==> config.mk <==
export PLATFORM = sky130hd
export DESIGN_NAME = focr_config_regs
export DESIGN_NICKNAME = d
export VERILOG_FILES = /design/src/rtl/focr_pkg.sv /design/src/rtl/focr_config_regs.sv
export SDC_FILE = /design/constraint.sdc
export NUM_CORES = 1
export LEC_CHECK = 0
export ABC_AREA = 1
export BUFFER_PORTS_ARGS = -buffer_cell sky130_fd_sc_hd__buf_2
export CORE_ASPECT_RATIO = 1.2
export CORE_MARGIN = 4
export CORE_UTILIZATION = 44
export DETAILED_ROUTE_END_ITERATION = 8
export HOLD_SLACK_MARGIN = 0.15
export PLACE_DENSITY = 0.92
export SYNTH_ARGS = -nofsm -noshare
export SYNTH_HDL_FRONTEND = slang
export SYNTH_SLANG_ARGS = --single-unit
==> constraint.sdc <==
create_clock -name sys_clk_i -period 2.9 [get_ports sys_clk_i]
set_input_delay 0.29 -clock sys_clk_i [delete_from_list [all_inputs] [get_ports sys_clk_i]]
set_output_delay 0.29 -clock sys_clk_i [all_outputs]
set_load 0.03 [all_outputs]
==> src/rtl/focr_pkg.sv <==
// Purpose: Constants and types for the fan and overtemperature configuration registers.
// Assumes: 8-bit register port behind a serial management bus decoder.
// Notes: Offsets are byte addresses of the management register space.
package focr_pkg;
  // ==========================================================
  // Register offsets
  localparam logic [7:0] FOCR_PULSE_OFS = 8'h7B;
  localparam logic [7:0] FOCR_FMT_OFS = 8'h7C;
  localparam logic [7:0] FOCR_PIN_OFS = 8'h7D;
  localparam logic [7:0] FOCR_FANMAX1_OFS = 8'h38;
  localparam logic [7:0] FOCR_FANMAX3_OFS = 8'h3A;
  // ==========================================================
  // Reset values
  localparam logic [7:0] FOCR_PULSE_RST = 8'h55;
  localparam logic [7:0] FOCR_FMT_RST = 8'h00;
  localparam logic [7:0] FOCR_PIN_RST = 8'h00;
  // ==========================================================
  // Field positions
  localparam int FOCR_SIGNED_BIT = 0;
  localparam int FOCR_OFSRANGE_BIT = 1;
  localparam int FOCR_GPIODIR_BIT = 2;
  localparam int FOCR_GPIOPOL_BIT = 3;
  localparam int FOCR_HYST_BIT = 4;
  localparam int FOCR_R1EN_BIT = 5;
  localparam int FOCR_LOCEN_BIT = 6;
  localparam int FOCR_R2EN_BIT = 7;
  localparam int FOCR_OTDIS_BIT = 2;
  localparam int FOCR_FANLVL_BIT = 3;
  localparam int FOCR_CHSEL_BIT = 4;
  localparam int FOCR_BYPASS_BIT = 5;
  localparam logic [7:0] FOCR_PIN_MASK = 8'h3F;
  localparam logic [7:0] FOCR_MIN_EXCESS64 = 8'h00;
  localparam logic [7:0] FOCR_MIN_TWOS = 8'h80;
  // ==========================================================
  // Shared pin roles
  typedef enum logic [1:0] {
    FOCR_PIN_TACH = 2'h0,
    FOCR_PIN_OVERTEMP = 2'h1,
    FOCR_PIN_ALERT = 2'h2,
    FOCR_PIN_GPIO = 2'h3
  } focr_pin_role_type;
  // Register access request
  typedef struct packed {
    logic wr;
    logic [7:0] addr;
    logic [7:0] wdata;
  } focr_req_type;
  // Decoded configuration
  typedef struct packed {
    logic [2:0] first_fan_pulse_sel;
    logic [2:0] second_fan_pulse_sel;
    logic [2:0] third_fan_pulse_sel;
    logic [2:0] fourth_fan_pulse_sel;
    logic signed_temp_format;
    logic offset_range_wide;
    logic gpio_is_output;
    logic gpio_active_high;
    logic overtemp_hysteresis_en;
    logic remote1_overtemp_limit_en;
    logic local_overtemp_limit_en;
    logic remote2_overtemp_limit_en;
    focr_pin_role_type shared_pin_function;
    logic overtemp_output_disable;
    logic overtemp_fan_level_sel;
    logic overtemp_channel_sel;
    logic supply_attenuator_bypass;
  } focr_cfg_type;
endpackage : focr_pkg

==> src/rtl/focr_config_regs.sv <==
// Purpose: Pulse-count, format/GPIO/overtemp and pin-function configuration registers.
// Assumes: Register port from the management bus decoder, same clock, one access per cycle.
// Notes: Lock input comes from the lock register elsewhere; it only clears on reset.

module focr_config_regs
  import focr_pkg::*;
#(
  parameter bit LATCH_VARIANT = 1'b0
) (
  // Clock and reset
  input wire logic sys_clk_i,
  input wire logic rst_b_i,
  // Register port
  input wire logic req_valid_i,
  input wire focr_req_type req_i,
  output logic [7:0] rdata_o,
  output logic hit_o,
  // Lock and system controls from other registers
  input wire logic global_lock_i,
  input wire logic overtemp_enable_i,
  // Overtemp limits and measurement state
  input wire logic [7:0] remote1_limit_i,
  input wire logic [7:0] local_limit_i,
  input wire logic [7:0] remote2_limit_i,
  input wire logic [2:0] channel_over_i,
  // Shared pin sampled from outside
  input wire logic shared_pin_in_i,
  // Decoded configuration
  output focr_cfg_type cfg_o,
  output logic [2:0] channel_active_o,
  output logic overtemp_pin_active_o,
  output logic overtemp_assert_o,
  output logic fan_full_speed_o,
  output logic fan_use_max_regs_o,
  output logic [7:0] fan_max_first_ofs_o,
  output logic [7:0] fan_max_last_ofs_o,
  // Shared pin drive: output enable low while driving
  output logic shared_pin_out_o,
  output logic shared_pin_oe_b_o,
  output logic gpio_in_o
);

  // ==========================================================
  // Registers
  logic [7:0] pulse_r;
  logic [7:0] fmt_r;
  logic [7:0] pin_r;
  logic [7:0] fmt_mask;
  logic wr_ok;
  logic pin_meta_r;
  logic pin_sync_r;
  logic gpio_out_level_r;

  // Hysteresis bit only exists on the latch variant
  // variant masking
  assign fmt_mask = LATCH_VARIANT ? 8'hFF : 8'hEF;

  assign wr_ok = req_valid_i && req_i.wr && !global_lock_i;

  function automatic logic [2:0] pulses_of(input logic [1:0] code);
    pulses_of = {1'b0, code} + 3'h1;
  endfunction : pulses_of

  function automatic logic is_min_limit(input logic [7:0] lim, input logic twos);
    is_min_limit = twos ? (lim == FOCR_MIN_TWOS) : (lim == FOCR_MIN_EXCESS64);
  endfunction : is_min_limit

  // ==========================================================
  // Write paths
  // pulse fields stored
  always_ff @(posedge sys_clk_i or negedge rst_b_i) begin
    if (!rst_b_i) begin
      pulse_r <= FOCR_PULSE_RST;
    end else if (wr_ok && req_i.addr == FOCR_PULSE_OFS) begin
      pulse_r <= req_i.wdata;
    end
  end

  always_ff @(posedge sys_clk_i or negedge rst_b_i) begin
    if (!rst_b_i) begin
      fmt_r <= FOCR_FMT_RST;
    end else if (wr_ok && req_i.addr == FOCR_FMT_OFS) begin
      fmt_r <= req_i.wdata & fmt_mask;
    end
  end

  always_ff @(posedge sys_clk_i or negedge rst_b_i) begin
    if (!rst_b_i) begin
      pin_r <= FOCR_PIN_RST;
    end else if (wr_ok && req_i.addr == FOCR_PIN_OFS) begin
      pin_r <= req_i.wdata & FOCR_PIN_MASK & (LATCH_VARIANT ? 8'hFF : 8'hEF);
    end
  end

  // ==========================================================
  // Read path
  always_comb begin
    hit_o = 1'b1;
    case (req_i.addr)
      FOCR_PULSE_OFS: rdata_o = pulse_r;
      FOCR_FMT_OFS: rdata_o = fmt_r;
      FOCR_PIN_OFS: rdata_o = pin_r;
      default: begin
        rdata_o = 8'h00;
        hit_o = 1'b0;
      end
    endcase
  end

  // ==========================================================
  // Decoded configuration
  always_comb begin
    cfg_o.first_fan_pulse_sel = pulses_of(pulse_r[1:0]);
    cfg_o.second_fan_pulse_sel = pulses_of(pulse_r[3:2]);
    cfg_o.third_fan_pulse_sel = pulses_of(pulse_r[5:4]);
    cfg_o.fourth_fan_pulse_sel = pulses_of(pulse_r[7:6]);
    cfg_o.signed_temp_format = fmt_r[FOCR_SIGNED_BIT];
    cfg_o.offset_range_wide = fmt_r[FOCR_OFSRANGE_BIT];
    cfg_o.gpio_is_output = fmt_r[FOCR_GPIODIR_BIT];
    cfg_o.gpio_active_high = fmt_r[FOCR_GPIOPOL_BIT];
    cfg_o.overtemp_hysteresis_en = fmt_r[FOCR_HYST_BIT];
    cfg_o.remote1_overtemp_limit_en = fmt_r[FOCR_R1EN_BIT];
    cfg_o.local_overtemp_limit_en = fmt_r[FOCR_LOCEN_BIT];
    cfg_o.remote2_overtemp_limit_en = fmt_r[FOCR_R2EN_BIT];
    cfg_o.shared_pin_function = focr_pin_role_type'(pin_r[1:0]);
    cfg_o.overtemp_output_disable = pin_r[FOCR_OTDIS_BIT];
    cfg_o.overtemp_fan_level_sel = pin_r[FOCR_FANLVL_BIT];
    cfg_o.overtemp_channel_sel = pin_r[FOCR_CHSEL_BIT];
    cfg_o.supply_attenuator_bypass = pin_r[FOCR_BYPASS_BIT];
  end

  // ==========================================================
  // Overtemp channel qualification
  // minimum limit disables
  always_comb begin
    channel_active_o[0] = fmt_r[FOCR_R1EN_BIT] && !is_min_limit(remote1_limit_i, fmt_r[FOCR_SIGNED_BIT]);
    channel_active_o[1] = fmt_r[FOCR_LOCEN_BIT] && !is_min_limit(local_limit_i, fmt_r[FOCR_SIGNED_BIT]);
    channel_active_o[2] = fmt_r[FOCR_R2EN_BIT] && !is_min_limit(remote2_limit_i, fmt_r[FOCR_SIGNED_BIT]);
    if (LATCH_VARIANT && !pin_r[FOCR_CHSEL_BIT]) begin
      channel_active_o[0] = 1'b0;
    end
  end

  assign overtemp_pin_active_o = overtemp_enable_i && (pin_r[1:0] == FOCR_PIN_OVERTEMP);

  assign overtemp_assert_o = overtemp_pin_active_o && !pin_r[FOCR_OTDIS_BIT]
                             && |(channel_active_o & channel_over_i);

  assign fan_full_speed_o = overtemp_assert_o && !pin_r[FOCR_FANLVL_BIT];
  assign fan_use_max_regs_o = overtemp_assert_o && pin_r[FOCR_FANLVL_BIT];
  assign fan_max_first_ofs_o = FOCR_FANMAX1_OFS;
  assign fan_max_last_ofs_o = FOCR_FANMAX3_OFS;

  // ==========================================================
  // Shared pin: synchroniser, GPIO drive and overtemp drive
  always_ff @(posedge sys_clk_i or negedge rst_b_i) begin
    if (!rst_b_i) begin
      pin_meta_r <= 1'b0;
      pin_sync_r <= 1'b0;
    end else begin
      pin_meta_r <= shared_pin_in_i;
      pin_sync_r <= pin_meta_r;
    end
  end

  assign gpio_in_o = pin_sync_r;

  always_ff @(posedge sys_clk_i or negedge rst_b_i) begin
    if (!rst_b_i) begin
      gpio_out_level_r <= 1'b0;
    end else begin
      gpio_out_level_r <= fmt_r[FOCR_GPIOPOL_BIT];
    end
  end

  always_comb begin
    shared_pin_out_o = 1'b1;
    shared_pin_oe_b_o = 1'b1;
    if (pin_r[1:0] == FOCR_PIN_GPIO && fmt_r[FOCR_GPIODIR_BIT]) begin
      shared_pin_out_o = gpio_out_level_r;
      shared_pin_oe_b_o = 1'b0;
    end else if (overtemp_assert_o) begin
      // Open-drain active-low overtemp pulls low
      shared_pin_out_o = 1'b0;
      shared_pin_oe_b_o = 1'b0;
    end
  end
endmodule : focr_config_regs

# After elaboration in Yosys (flattened, before gate mapping)
# Cells that the tools add are included.
dict set report classes {
  addsub 4
  n_eq_ne 8
  muxes 8
  bitwise 1
  n_reduce_logical 25
}
# operator count
set ops {}
lappend ops {{$eq A8 B7 Y1 const B} 3}
lappend ops {{$eq A8 B8 Y1 const B} 3}
lappend ops {{$logic_not A8 Y1} 3}
lappend ops {{$pmux W8 S3} 1}
lappend ops {{$logic_and A1 B1 Y1} 14}
lappend ops {{$add A2 B1 Y3 const B} 4}
lappend ops {{$mux W1} 7}
lappend ops {{$logic_not A1 Y1} 6}
lappend ops {{$reduce_or A3 Y1} 2}
lappend ops {{$and A3 B3 Y3} 1}
lappend ops {{$eq A2 B1 Y1 const B} 1}
lappend ops {{$eq A2 B2 Y1 const B} 1}
dict set report totals {
  regBits 23
  in_bits 50
  out_inout_bits 61
  word_cells 52
}

# Longest topological paths before layout
# Gate-level depths: netlist (run 1).
dict set report depth {
  ltp_word 9
  ltp_mapped 9
}

# Worst setup path before layout (run 1)
# Ideal clock, no wire load.
dict set report synth_timing {
  path_type {reg-to-output}
  from {register fmt_r[0]}
  to {output port fan_full_speed_o}
  t_arrival_ns 1.540
  required_time_ns 2.610
  setup_slack_ns 1.070
  path_stages_with_launch 9
  n_path_buf 0
  cell_sequence {dfrtp_1 -> inv_1 -> nand2_1 -> nand2_1 -> nand3_1 -> nand3_1 -> nand3_1 -> nand2_1 -> nor2_1}
}
dict set report synth_between {
  elab_chain_cells 7
  elab_cells_between_ends 13
  classes_between {mux (3); bitwise (1); reduce/logical (9)}
}
# element line_no
set synth_rtl {}
lappend synth_rtl {{from (decl)} focr_config_regs.sv:46} ;# logic [7:0] fmt_r;
lappend synth_rtl {{from (signal assigned)} focr_config_regs.sv:83} ;# fmt_r <= req_i.wdata & fmt_mask;
lappend synth_rtl {{$mux W1} focr_config_regs.sv:65} ;# is_min_limit = twos ? (lim == FOCR_MIN_TWOS) : (lim == FOCR_MIN_EXCESS64);
lappend synth_rtl {{$logic_not A1 Y1, on equally long branches} {focr_config_regs.sv:136, focr_config_regs.sv:137, focr_config_regs.sv:138}}
lappend synth_rtl {{$logic_and A1 B1 Y1, on equally long branches} {focr_config_regs.sv:136, focr_config_regs.sv:137, focr_config_regs.sv:138}}
lappend synth_rtl {{$and A3 B3 Y3 (*)} focr_config_regs.sv:147} ;# && |(channel_active_o & channel_over_i);
lappend synth_rtl {{$reduce_or A3 Y1 (*)} focr_config_regs.sv:147}
lappend synth_rtl {{$logic_and A1 B1 Y1 (*)} focr_config_regs.sv:147}
lappend synth_rtl {{$logic_and A1 B1 Y1 (*)} focr_config_regs.sv:149} ;# assign fan_full_speed_o = overtemp_assert_o && !pin_r[FOCR_FANLVL_BIT];
lappend synth_rtl {{to (decl)} focr_config_regs.sv:33} ;# output logic fan_full_speed_o,
# Every way passes the cells marked *; elsewhere a longest branch is shown, timed or not.

# Worst setup path after layout (run 1)
dict set report layout_timing {
  from {register fmt_r[0]}
  to {output port shared_pin_out_o}
}
dict set report layout_between {
  elab_chain_cells 8
  elab_cells_between_ends 14
  classes_between {mux (5); bitwise (1); reduce/logical (8)}
}
# element line_no
set layout_rtl {}
lappend layout_rtl {{$mux W1} focr_config_regs.sv:65}
lappend layout_rtl {{$logic_not A1 Y1, on equally long branches} {focr_config_regs.sv:136, focr_config_regs.sv:137, focr_config_regs.sv:138}}
lappend layout_rtl {{$logic_and A1 B1 Y1, on equally long branches} {focr_config_regs.sv:136, focr_config_regs.sv:137, focr_config_regs.sv:138}}
lappend layout_rtl {{$and A3 B3 Y3 (*)} focr_config_regs.sv:147}
lappend layout_rtl {{$reduce_or A3 Y1 (*)} focr_config_regs.sv:147}
lappend layout_rtl {{$logic_and A1 B1 Y1 (*)} focr_config_regs.sv:147}
lappend layout_rtl {{$mux W1 (*)} focr_config_regs.sv:182} ;# end else if (overtemp_assert_o) begin
lappend layout_rtl {{$mux W1 (*)} focr_config_regs.sv:179} ;# if (pin_r[1:0] == FOCR_PIN_GPIO && fmt_r[FOCR_GPIODIR_BIT]) begin
lappend layout_rtl {{to (decl)} focr_config_regs.sv:38} ;# output logic shared_pin_out_o,
# Marks and branches as above.

==> run metrics, run 1 <==
Tot Pwr=0.679 mW; WS Path Type=flop to primary output; WL final=4.07 mm; Hold Crit Depth=3; status=completed; Yosys cell types=29; Initial Utilization=46.1%; worst hold margin=0.237 ns; Post-DRT Antenna Nets=0; Setup crit start kind=flop; Async SR Flop Fraction=100%; Die Wd=62.4 um; RSZ-0062 raised after global routing=no; Seq cells post-synth=23; vias post-DR=1579; maximum clock frequency=496 MHz; post-CTS setup buffers=0; commonest non-fill, non-tap cell in the layout=buf_2; Core Rows=23; Synth Instances=205; Root Buffer=clkbuf_8; Post-Synthesis Cell Area=0.00156 sq mm; Critical Path Fanout Max=6; antenna violations before repair=0; Max-slew headroom=61.5%; worst path required time=2.61 ns; worst path arrival time=1.72 ns; core region area=0.00340 sq mm; IO Count=111; routability cong.=0.775; ys flop type=dfrtp_1; RR Startpoint=pulse_r[2]$_DFFE_PN1P_; measured slew at the worst slew-check pin=0.576 ns; Final Hold Viols=0; Final Util=60.0%; DP HPWL=3.38 mm; Vias/cell=4.70; slowest CP cell=dfrtp_1; R2R depth=2; H-tree depth=1; commonest cells after routing, fill and taps aside=92 x buf_2, 51 x nand2_1, 38 x inv_1; Final nets=354; CTS Buf Count=3; top post-synthesis cells by area=dfrtp_1 30%, nand2_1 12%, inv_1 9.1%; Syn-to-layout area delta=30.3%; CTS tree=done; final instance area=0.00204 sq mm; Bufs on Longest Clock Path=2; Tmin final=2.01 ns; Routed wire per std cell=12.1 um; Max Slew Vio Count=0; share of cells above drive strength 1=39.1%; footprint of the multi-input gates=736 sq um; placed cell area=0.00197 sq mm; filler cell count=317; Worst IR Drop VDD=0.000302 V; reg2reg end=pulse_r[2]$_DFFE_PN1P_; R2R Setup Slk=2.03 ns; Power Dens Cells=333 mW/mm^2; Final TNS setup=0 ns; EDFF count, synth=0; antenna cells=0; Final Setup Violations=0; largest net degree at the start of global routing=24; Resized Gates After CTS=0; Avg Inst Size Synth=7.63 sq um; buffers and inverters on the worst path=2; Total GRT Usage=18.6%; Stages on worst setup path=10; DRC viols=0; post-synth top area share=30.4%; HP Class=input port to flop; final worst-path cycle share=69.5%; CP Capture Type=primary output; worst-path cell chain=inv_1 > nand2_1 > nand2_1 > nand3_1 > nand3_1 > nand3_1 > nand2_1 > nand2_1 > nand2_1 > buf_2; leakage power=1.25 nW; YS warnings=0; IO buf count=92; Max Cap Violations=0; sequential cell area=581 sq um; first-pass GRT wire length=6.82 mm; cts hold-fix bufs=2; Hold Path Sink=pulse_r[4]$_DFFE_PN1P_; vias in the first global route=1496; Hold Startpoint=req_i[4]; cell mode on critical path=nand2_1; die height=73.3 um; post-synthesis sequential area ratio=37.1%; Worst Skew=0.000472 ns; clk slew on worst S/H paths=0.08 ns; CP peak stage delay=0.45 ns; DRT iter0 DRCs=64; family with the most delay on the worst path=simple AND/OR/NAND/NOR gates; gr ovfl total=0; die area=0.00458 sq mm; First-pass DRT Iterations=4; Worst-Skew Late Latency=0.26 ns; CTS Sinks=23; Yosys top cell by area=dfrtp_1
==> synth_stat cells (2+ instances only) <==
cell      count
a31oi_1       2
buf_4        18
buf_6         2
conb_1        2
dfrtp_1      19
dfstp_2       4
ha_1          4
inv_1        38
inv_2         2
nand2_1      51
nand2_2       2
nand3_1      10
nand4_1       2
nor2_1       10
nor2_4        3
nor3_1        3
o211ai_1      3
o21ai_0      12
o21ai_2       7
o22ai_1       2
==> power by group <==
group	internal, mW	switching, mW	total, mW
clock network	0.0981	0.0991	0.197
registers	0.329	0.00547	0.334
logic	0.0455	0.102	0.147
total	0.472	0.206	0.679
==> worst reg2reg max path, cell delays in order, from the launching register on <==
cell     delay [ns]
dfstp_2        0.54
inv_1          0.07
o21ai_0        0.19
==> stage by stage <==
| step | setup slack (ns) | cells |
|---|---|---|
| 4_1_cts | 0.852 | 336 |
| 5_1_grt | 0.672 | 336 |
| 2_1_floorplan | 1.07 | 221 |
| 3_3_place_gp | 1.17 | 330 |
| 3_5_place_dp | 1.15 | 330 |
| 6_report | 0.886 | 336 |
==> worst max-delay path by stage <==
stage,to,startpoint
floorplan,fan_full_speed_o,fmt_r[0]$_DFFE_PN0P_
global route,shared_pin_out_o,fmt_r[0]$_DFFE_PN0P_
finish,shared_pin_out_o,fmt_r[0]$_DFFE_PN0P_
global placement,shared_pin_out_o,fmt_r[0]$_DFFE_PN0P_
detailed placement,shared_pin_out_o,fmt_r[0]$_DFFE_PN0P_
CTS,shared_pin_out_o,fmt_r[0]$_DFFE_PN0P_
==> area by class of cell <==
type	count	area share, %
sequential	23	28.5
timing repair buffer	94	23.6
clock buffer	4	2.21
multi-input combinational	138	36.1
inverter	40	7.37
tap	37	2.27
==> per-layer routing <==
layer,GRT usage (%),wire [um]
met1,21.5,1550
met2,32.8,2040
met3,5.20,421
met4,7.11,63
met5,0,0
==> state kept, by name, indices dropped and copies added, names as in the netlist <==
name              flops
gpio_in_o             1
gpio_out_level_r      1
pulse_r               8
pin_r                 5
fmt_r                 7
pin_meta_r            1
==> cell families (layout without fill, tap and decap cells) <==
family,Yosys count,count (layout),synth area share [%]
flip-flops,23,23,37.1
buffers and inverters,60,138,19.7
AND/OR/NAND/NOR,88,88,27.7
other,2,18,0.480
adder cells (fa/ha/maj),4,4,3.20
AO/OA/AOI/OAI,28,28,11.8
Power figures use the tool's default switching activity.
==> run 2: changes to the inputs <==
--- a/config.mk
+++ b/config.mk
@@ -9,10 +9,10 @@
 export BUFFER_PORTS_ARGS = -buffer_cell sky130_fd_sc_hd__buf_2
 export CORE_ASPECT_RATIO = 1.2
 export CORE_MARGIN = 4
-export CORE_UTILIZATION = 44
+export CORE_UTILIZATION = 41
 export DETAILED_ROUTE_END_ITERATION = 8
 export HOLD_SLACK_MARGIN = 0.15
-export PLACE_DENSITY = 0.92
+export PLACE_DENSITY = 0.87
 export SYNTH_ARGS = -nofsm -noshare
 export SYNTH_HDL_FRONTEND = slang
 export SYNTH_SLANG_ARGS = --single-unit
==> constraint.sdc (replaced) <==
create_clock -name sys_clk_i -period 2.1 [get_ports sys_clk_i]
set_input_delay 0.21 -clock sys_clk_i [delete_from_list [all_inputs] [get_ports sys_clk_i]]
set_output_delay 0.21 -clock sys_clk_i [all_outputs]
set_load 0.03 [all_outputs]
==> run 2 against run 1 <==
Compared with the run above:
- sequential cell count unchanged
- clock power increased by 35%
- sequential power increased by 38%
- critical endpoint unchanged
- largest cell class unchanged
- largest power group unchanged
==> run metrics, run 2 (synthesis gave the netlist of run 1 again) <==
status=completed; Setup crit start kind=flop; Final nets=354 (unchanged); Root Buffer=clkbuf_8; Core Rows=24 (+4.3%); final instance area=0.00206 sq mm (+0.92%); Post-DRT Antenna Nets=0 (unchanged); commonest non-fill, non-tap cell in the layout=buf_2; Total GRT Usage=16.6% (-2.0 points); measured slew at the worst slew-check pin=0.558 ns (-0.0179 ns); RSZ-0062 raised after global routing=no; Int Power=0.652 mW (+38%); largest net degree at the start of global routing=24 (unchanged); Worst IR Drop VDD=0.000289 V (-4.1%); switching power=0.279 mW (+35%); Syn-to-layout area delta=31.5%; placed cell area=0.00199 sq mm (+0.95%); Max Slew Vio Count=0 (unchanged); vias in the first global route=1526 (+2.0%); CTS Sinks=23 (unchanged); cell mode on critical path=nand2_1; Vias/cell=4.45 (-5.3%); CP peak stage delay=0.44 ns (about the same); filler cell count=368 (+16%); clk slew on worst S/H paths=0.07 ns (about the same); HP Class=input port to flop; Power Dens Cells=453 mW/mm^2 (+36%); first-pass GRT wire length=6.45 mm (-5.5%); First-pass DRT Iterations=4 (unchanged); IO Count=111 (unchanged); worst-path cell chain=inv_1 > nand2_1 > nand2_1 > nand3_1 > nand3_1 > nand3_1 > nand2_1 > nand2_1 > nand2_1 > buf_2; final worst-path cycle share=91.1%; WL final=4.11 mm (+0.86%); antenna cells=0 (unchanged); IO buf count=92 (unchanged); Biggest register=pulse_r; Max Cap Violations=0 (unchanged); Max-slew headroom=62.7% (+1.2 points); CP Capture Type=primary output; slowest CP cell=dfrtp_1; DRC viols=0 (unchanged); vias post-DR=1562 (-1.1%); Final Setup Violations=0 (unchanged); leakage power=1.25 nW (unchanged); switch share=30.0% (-0.42 points); CTS Buf Count=3 (unchanged); CTS tree=done; DRT iter0 DRCs=58 (-9.4%); Worst Skew=0.0000824 ns (-0.000390 ns); Die Wd=64.4 um (+3.1%); Routed wire per std cell=11.7 um (-3.5%); die area=0.00487 sq mm (+6.4%); share of cells above drive strength 1=39.1% (unchanged); die height=75.7 um (+3.2%); Final Hold Viols=0 (unchanged); post-CTS setup buffers=0 (unchanged); Final TNS setup=0 ns (unchanged); WS Path Type=flop to primary output; number of flip-flops in the largest register=8 (unchanged); Bufs on Longest Clock Path=2 (unchanged); Initial Utilization=42.7% (-3.4 points); commonest cells after routing, fill and taps aside=92 x buf_2, 51 x nand2_1, 38 x inv_1; Seq pwr share=49.6% (+0.3 points); Largest regs=pulse_r: 8 flops, fmt_r: 7 flops, pin_r: 5 flops; Tmin final=1.91 ns; antenna violations before repair=0 (unchanged); gr ovfl total=0 (unchanged); H-tree depth=1 (unchanged); worst path arrival time=1.70 ns (-0.02 ns); worst path required time=1.89 ns (-0.72 ns); DP HPWL=3.43 mm (+1.5%); Critical Path Fanout Max=6 (unchanged); Worst-Skew Late Latency=0.26 ns (about the same); maximum clock frequency=523 MHz; Clk pwr share=28.4% (-0.7 points); routability cong.=0.801 (+3.4%); Comb pwr share=22.0% (+0.3 points); core region area=0.00366 sq mm (+7.9%)
## run 2: cell counts in the layout (fill, tap and decap cells not counted)
Identical to the previous run, type by type.
## run 2: layout make-up
| cell class | instances | area, sq um | share of cell area [%] |
|---|---|---|---|
| clock buffer | 4 | 45.0 | 2.19 |
| multi-input combinational | 138 | 736 | 35.8 |
| sequential | 23 | 581 | 28.2 |
| timing repair buffer | 94 | 480 | 23.4 |
| tap | 52 | 65.1 | 3.16 |
| inverter | 40 | 150 | 7.30 |
## run 2: final timing paths
check                                       startpoint                      to  slack (ns)  cells past startpoint
worst max-delay path              fmt_r[0]$_DFFE_PN0P_        shared_pin_out_o        0.19                     10
worst min-delay path                          req_i[4]  pulse_r[4]$_DFFE_PN1P_        0.16                      3
worst max register to register  pulse_r[2]$_DFFE_PN1P_  pulse_r[2]$_DFFE_PN1P_        1.21                      2
worst min register to register    pin_meta_r$_DFF_PN0_     gpio_in_o$_DFF_PN0_        0.36                      0
max in group asynchronous                      rst_b_i  pulse_r[0]$_DFFE_PN1P_        1.30                      2
min in group asynchronous                      rst_b_i    fmt_r[1]$_DFFE_PN0P_        0.45                      2
## run 2: what timing repair did
action,in CTS,in global routing
setup endpoints to repair,0,0
hold buffers,2,0
gates resized for setup,0,0
hold endpoints to repair,20,0
## run 2: metal layers
layer  vias to the layer above  wire length, um  track usage (%)
li1                        791                -                -
met1                       700             1620             17.5
met2                        67             2090             33.1
met3                         4              357             3.39
met4                         0               39             5.16
met5                         -                0                0
## run 2: critical path, delay by kind of cell, from the launching register on
family	cells	cell delay, ns
flip-flops	1	0.44
AND/OR/NAND/NOR	8	0.67
buffers and inverters	2	0.33
## run 2: stage by stage
step | std cells | util, % | power (mW) | setup slack, ns | hold WS (ns)
floorplan | 221 | - | 0.617 | 0.350 | -0.0856
CTS | 351 | 56.1 | 0.939 | 0.181 | 0.157
global placement | 345 | 54.4 | 0.669 | 0.499 | 0.196
global route | 351 | 56.1 | 0.977 | 0.0531 | 0.157
detailed placement | 345 | 54.4 | 0.673 | 0.479 | 0.200
finish | 351 | 56.1 | 0.931 | 0.188 | 0.160
## run 2: power groups by stage
stage	clock (mW)	sequential, mW	combinational, mW
after floorplan	0	0.477	0.140
after detailed placement	0	0.470	0.202
final	0.265	0.462	0.205
after CTS	0.272	0.462	0.206
after global routing	0.289	0.463	0.225
after global placement	0	0.470	0.199
==> run 3: changes to the inputs <==
--- a/config.mk
+++ b/config.mk
@@ -13,6 +13,7 @@
 export DETAILED_ROUTE_END_ITERATION = 8
 export HOLD_SLACK_MARGIN = 0.15
 export PLACE_DENSITY = 0.87
+export RECOVER_POWER = 50
 export SYNTH_ARGS = -nofsm -noshare
 export SYNTH_HDL_FRONTEND = slang
 export SYNTH_SLANG_ARGS = --single-unit
==> run 3 against run 2 <==
Compared with the run above:
- sequential share of layout area rose by 0.70 points
- clock power barely moved
- count of clock-buffer cells in the layout did not move
- non-clock buffer count did not move
- critical path type unchanged
- cell count did not move
- power fell by 0.35%
- die area did not move
- global-route usage did not move
- first-iteration DRC count fell by 1.7%
- sequential power barely moved
==> run metrics, run 3 (synthesis gave the netlist of run 1 again) <==
measured slew at the worst slew-check pin=1.19 ns (+0.636 ns); commonest non-fill, non-tap cell in the layout=buf_2; RSZ-0062 raised after global routing=no; CTS Buf Count=3 (unchanged); vias post-DR=1543 (-1.2%); core region area=0.00366 sq mm (unchanged); Total GRT Usage=16.6% (unchanged); Die Wd=64.4 um (unchanged); Worst IR Drop VDD=0.000281 V (-2.9%); IO Count=111 (unchanged); final worst-path cycle share=91.0% (about the same); antenna violations before repair=0 (unchanged); Max Cap Violations=0 (unchanged); Core Rows=24 (unchanged); IO buf count=92 (unchanged); Final Hold Viols=0 (unchanged); Vias/cell=4.40 (-1.2%); Critical Path Fanout Max=6 (unchanged); Setup crit start kind=flop; Tot Pwr=0.928 mW (-0.35%); maximum clock frequency=523 MHz (about the same); DP HPWL=3.43 mm (unchanged); Syn-to-layout area delta=28.3%; Max-slew headroom=20.4% (-42 points); DRC viols=0 (unchanged); H-tree depth=1 (unchanged); antenna cells=0 (unchanged); First-pass DRT Iterations=4 (unchanged); Power Dens Cells=462 mW/mm^2 (+2.1%); clk slew on worst S/H paths=0.07 ns (about the same); commonest cells after routing, fill and taps aside=83 x buf_2, 54 x nand2_1, 39 x inv_1; die area=0.00487 sq mm (unchanged); worst path arrival time=1.70 ns (about the same); WS Path Type=flop to primary output; worst hold margin=0.159 ns (-0.000998 ns); Tmin final=1.91 ns (-0.000498 ns); Final Setup Violations=0 (unchanged); share of cells above drive strength 1=33.1% (-6.0 points); R2R depth=2 (unchanged); WL final=4.11 mm (+0.12%); Biggest register=pulse_r; gr ovfl total=0 (unchanged); CP Capture Type=primary output; Worst-Skew Late Latency=0.26 ns (about the same); number of flip-flops in the largest register=8 (unchanged); Final TNS setup=0 ns (unchanged); Hold Crit Depth=3 (unchanged); largest net degree at the start of global routing=24 (unchanged); status=completed; footprint of the multi-input gates=697 sq um (-5.3%); Largest regs=pulse_r: 8 flops, fmt_r: 7 flops, pin_r: 5 flops; Final nets=354 (unchanged); Root Buffer=clkbuf_8; CTS Sinks=23 (unchanged); Max Slew Vio Count=0 (unchanged); CTS tree=done; Post-DRT Antenna Nets=0 (unchanged); leakage power=1.19 nW (-4.5%); Initial Utilization=42.7% (unchanged); worst path required time=1.89 ns (about the same); die height=75.7 um (unchanged); Bufs on Longest Clock Path=2 (unchanged); sequential cell area=581 sq um (unchanged); Worst Skew=0.00191 ns (+0.00183 ns); routability cong.=0.801 (unchanged); DRT iter0 DRCs=57 (-1.7%); HP Class=input port to flop; first-pass GRT wire length=6.45 mm (unchanged); vias in the first global route=1526 (unchanged); filler cell count=378 (+2.7%); Routed wire per std cell=11.7 um (+0.12%)
## run 3: changes by cell type in the layout (fill, tap and decap cells not counted), moves of 2 or more
cell      before  now
nand2_1       51   54
buf_2         92   83
nor2_4         3    1
o21ai_2        7    4
nor2_1        10   12
nand2_2        2    0
o21ai_0       12   15
clkbuf_1       1   10
## run 3: layout make-up
type,instances,share of cell area (%)
Timing Repair Buffer,94,23.4
Multi-Input combinational cell,138,34.7
Tap cell,52,3.24
Inverter,40,7.48
Clock buffer,4,2.24
Sequential cell,23,28.9
## run 3: path summary, 6_finish.rpt
check	startpoint	end	slack (ns)
min reg2reg	pin_meta_r$_DFF_PN0_	gpio_in_o$_DFF_PN0_	0.36
max reg2reg	pulse_r[2]$_DFFE_PN1P_	pulse_r[2]$_DFFE_PN1P_	1.20
max in group asynchronous	rst_b_i	gpio_out_level_r$_DFF_PN0_	0.68
min in group asynchronous	rst_b_i	gpio_in_o$_DFF_PN0_	0.71
max	fmt_r[0]$_DFFE_PN0P_	shared_pin_out_o	0.19
min	req_i[4]	pulse_r[4]$_DFFE_PN1P_	0.16
## run 3: timing repair
action,CTS,global route
setup endpoints to repair,0,0
resized for setup,0,0
buffers inserted,0,0
hold endpoints to repair,20,0
hold buffers,2,0
## run 3: power by group
part	switching (mW)	internal, mW	total [mW]
combinational	0.139	0.0613	0.200
sequential	0.00765	0.454	0.462
clock	0.131	0.135	0.266
total	0.278	0.651	0.928
## run 3: layer usage
metal  part of all wire, %  track usage (%)
met2                    50             33.1
met5                     0                0
met4                  0.97             5.16
met3                   8.6             3.39
met1                    40             17.5
## run 3: metrics by stage
stage | setup WS, ns | util, % | instances | cell area, sq um
floorplan | 0.350 | - | 221 | 1620
global placement | 0.499 | 54.4 | 345 | 1990
detailed placement | 0.479 | 54.4 | 345 | 1990
CTS | 0.181 | 56.1 | 351 | 2060
global route | 0.0531 | 54.8 | 351 | 2010
finish | 0.188 | 54.8 | 351 | 2010
## run 3: worst max-delay path: stages (launching register included)
cell     delay (ns)
dfrtp_1        0.45
inv_1          0.14
nand2_1        0.06
nand2_1        0.08
nand3_1        0.08
nand3_1        0.09
nand3_1        0.10
nand2_1        0.13
nand2_1        0.08
nand2_1        0.05
buf_2          0.19
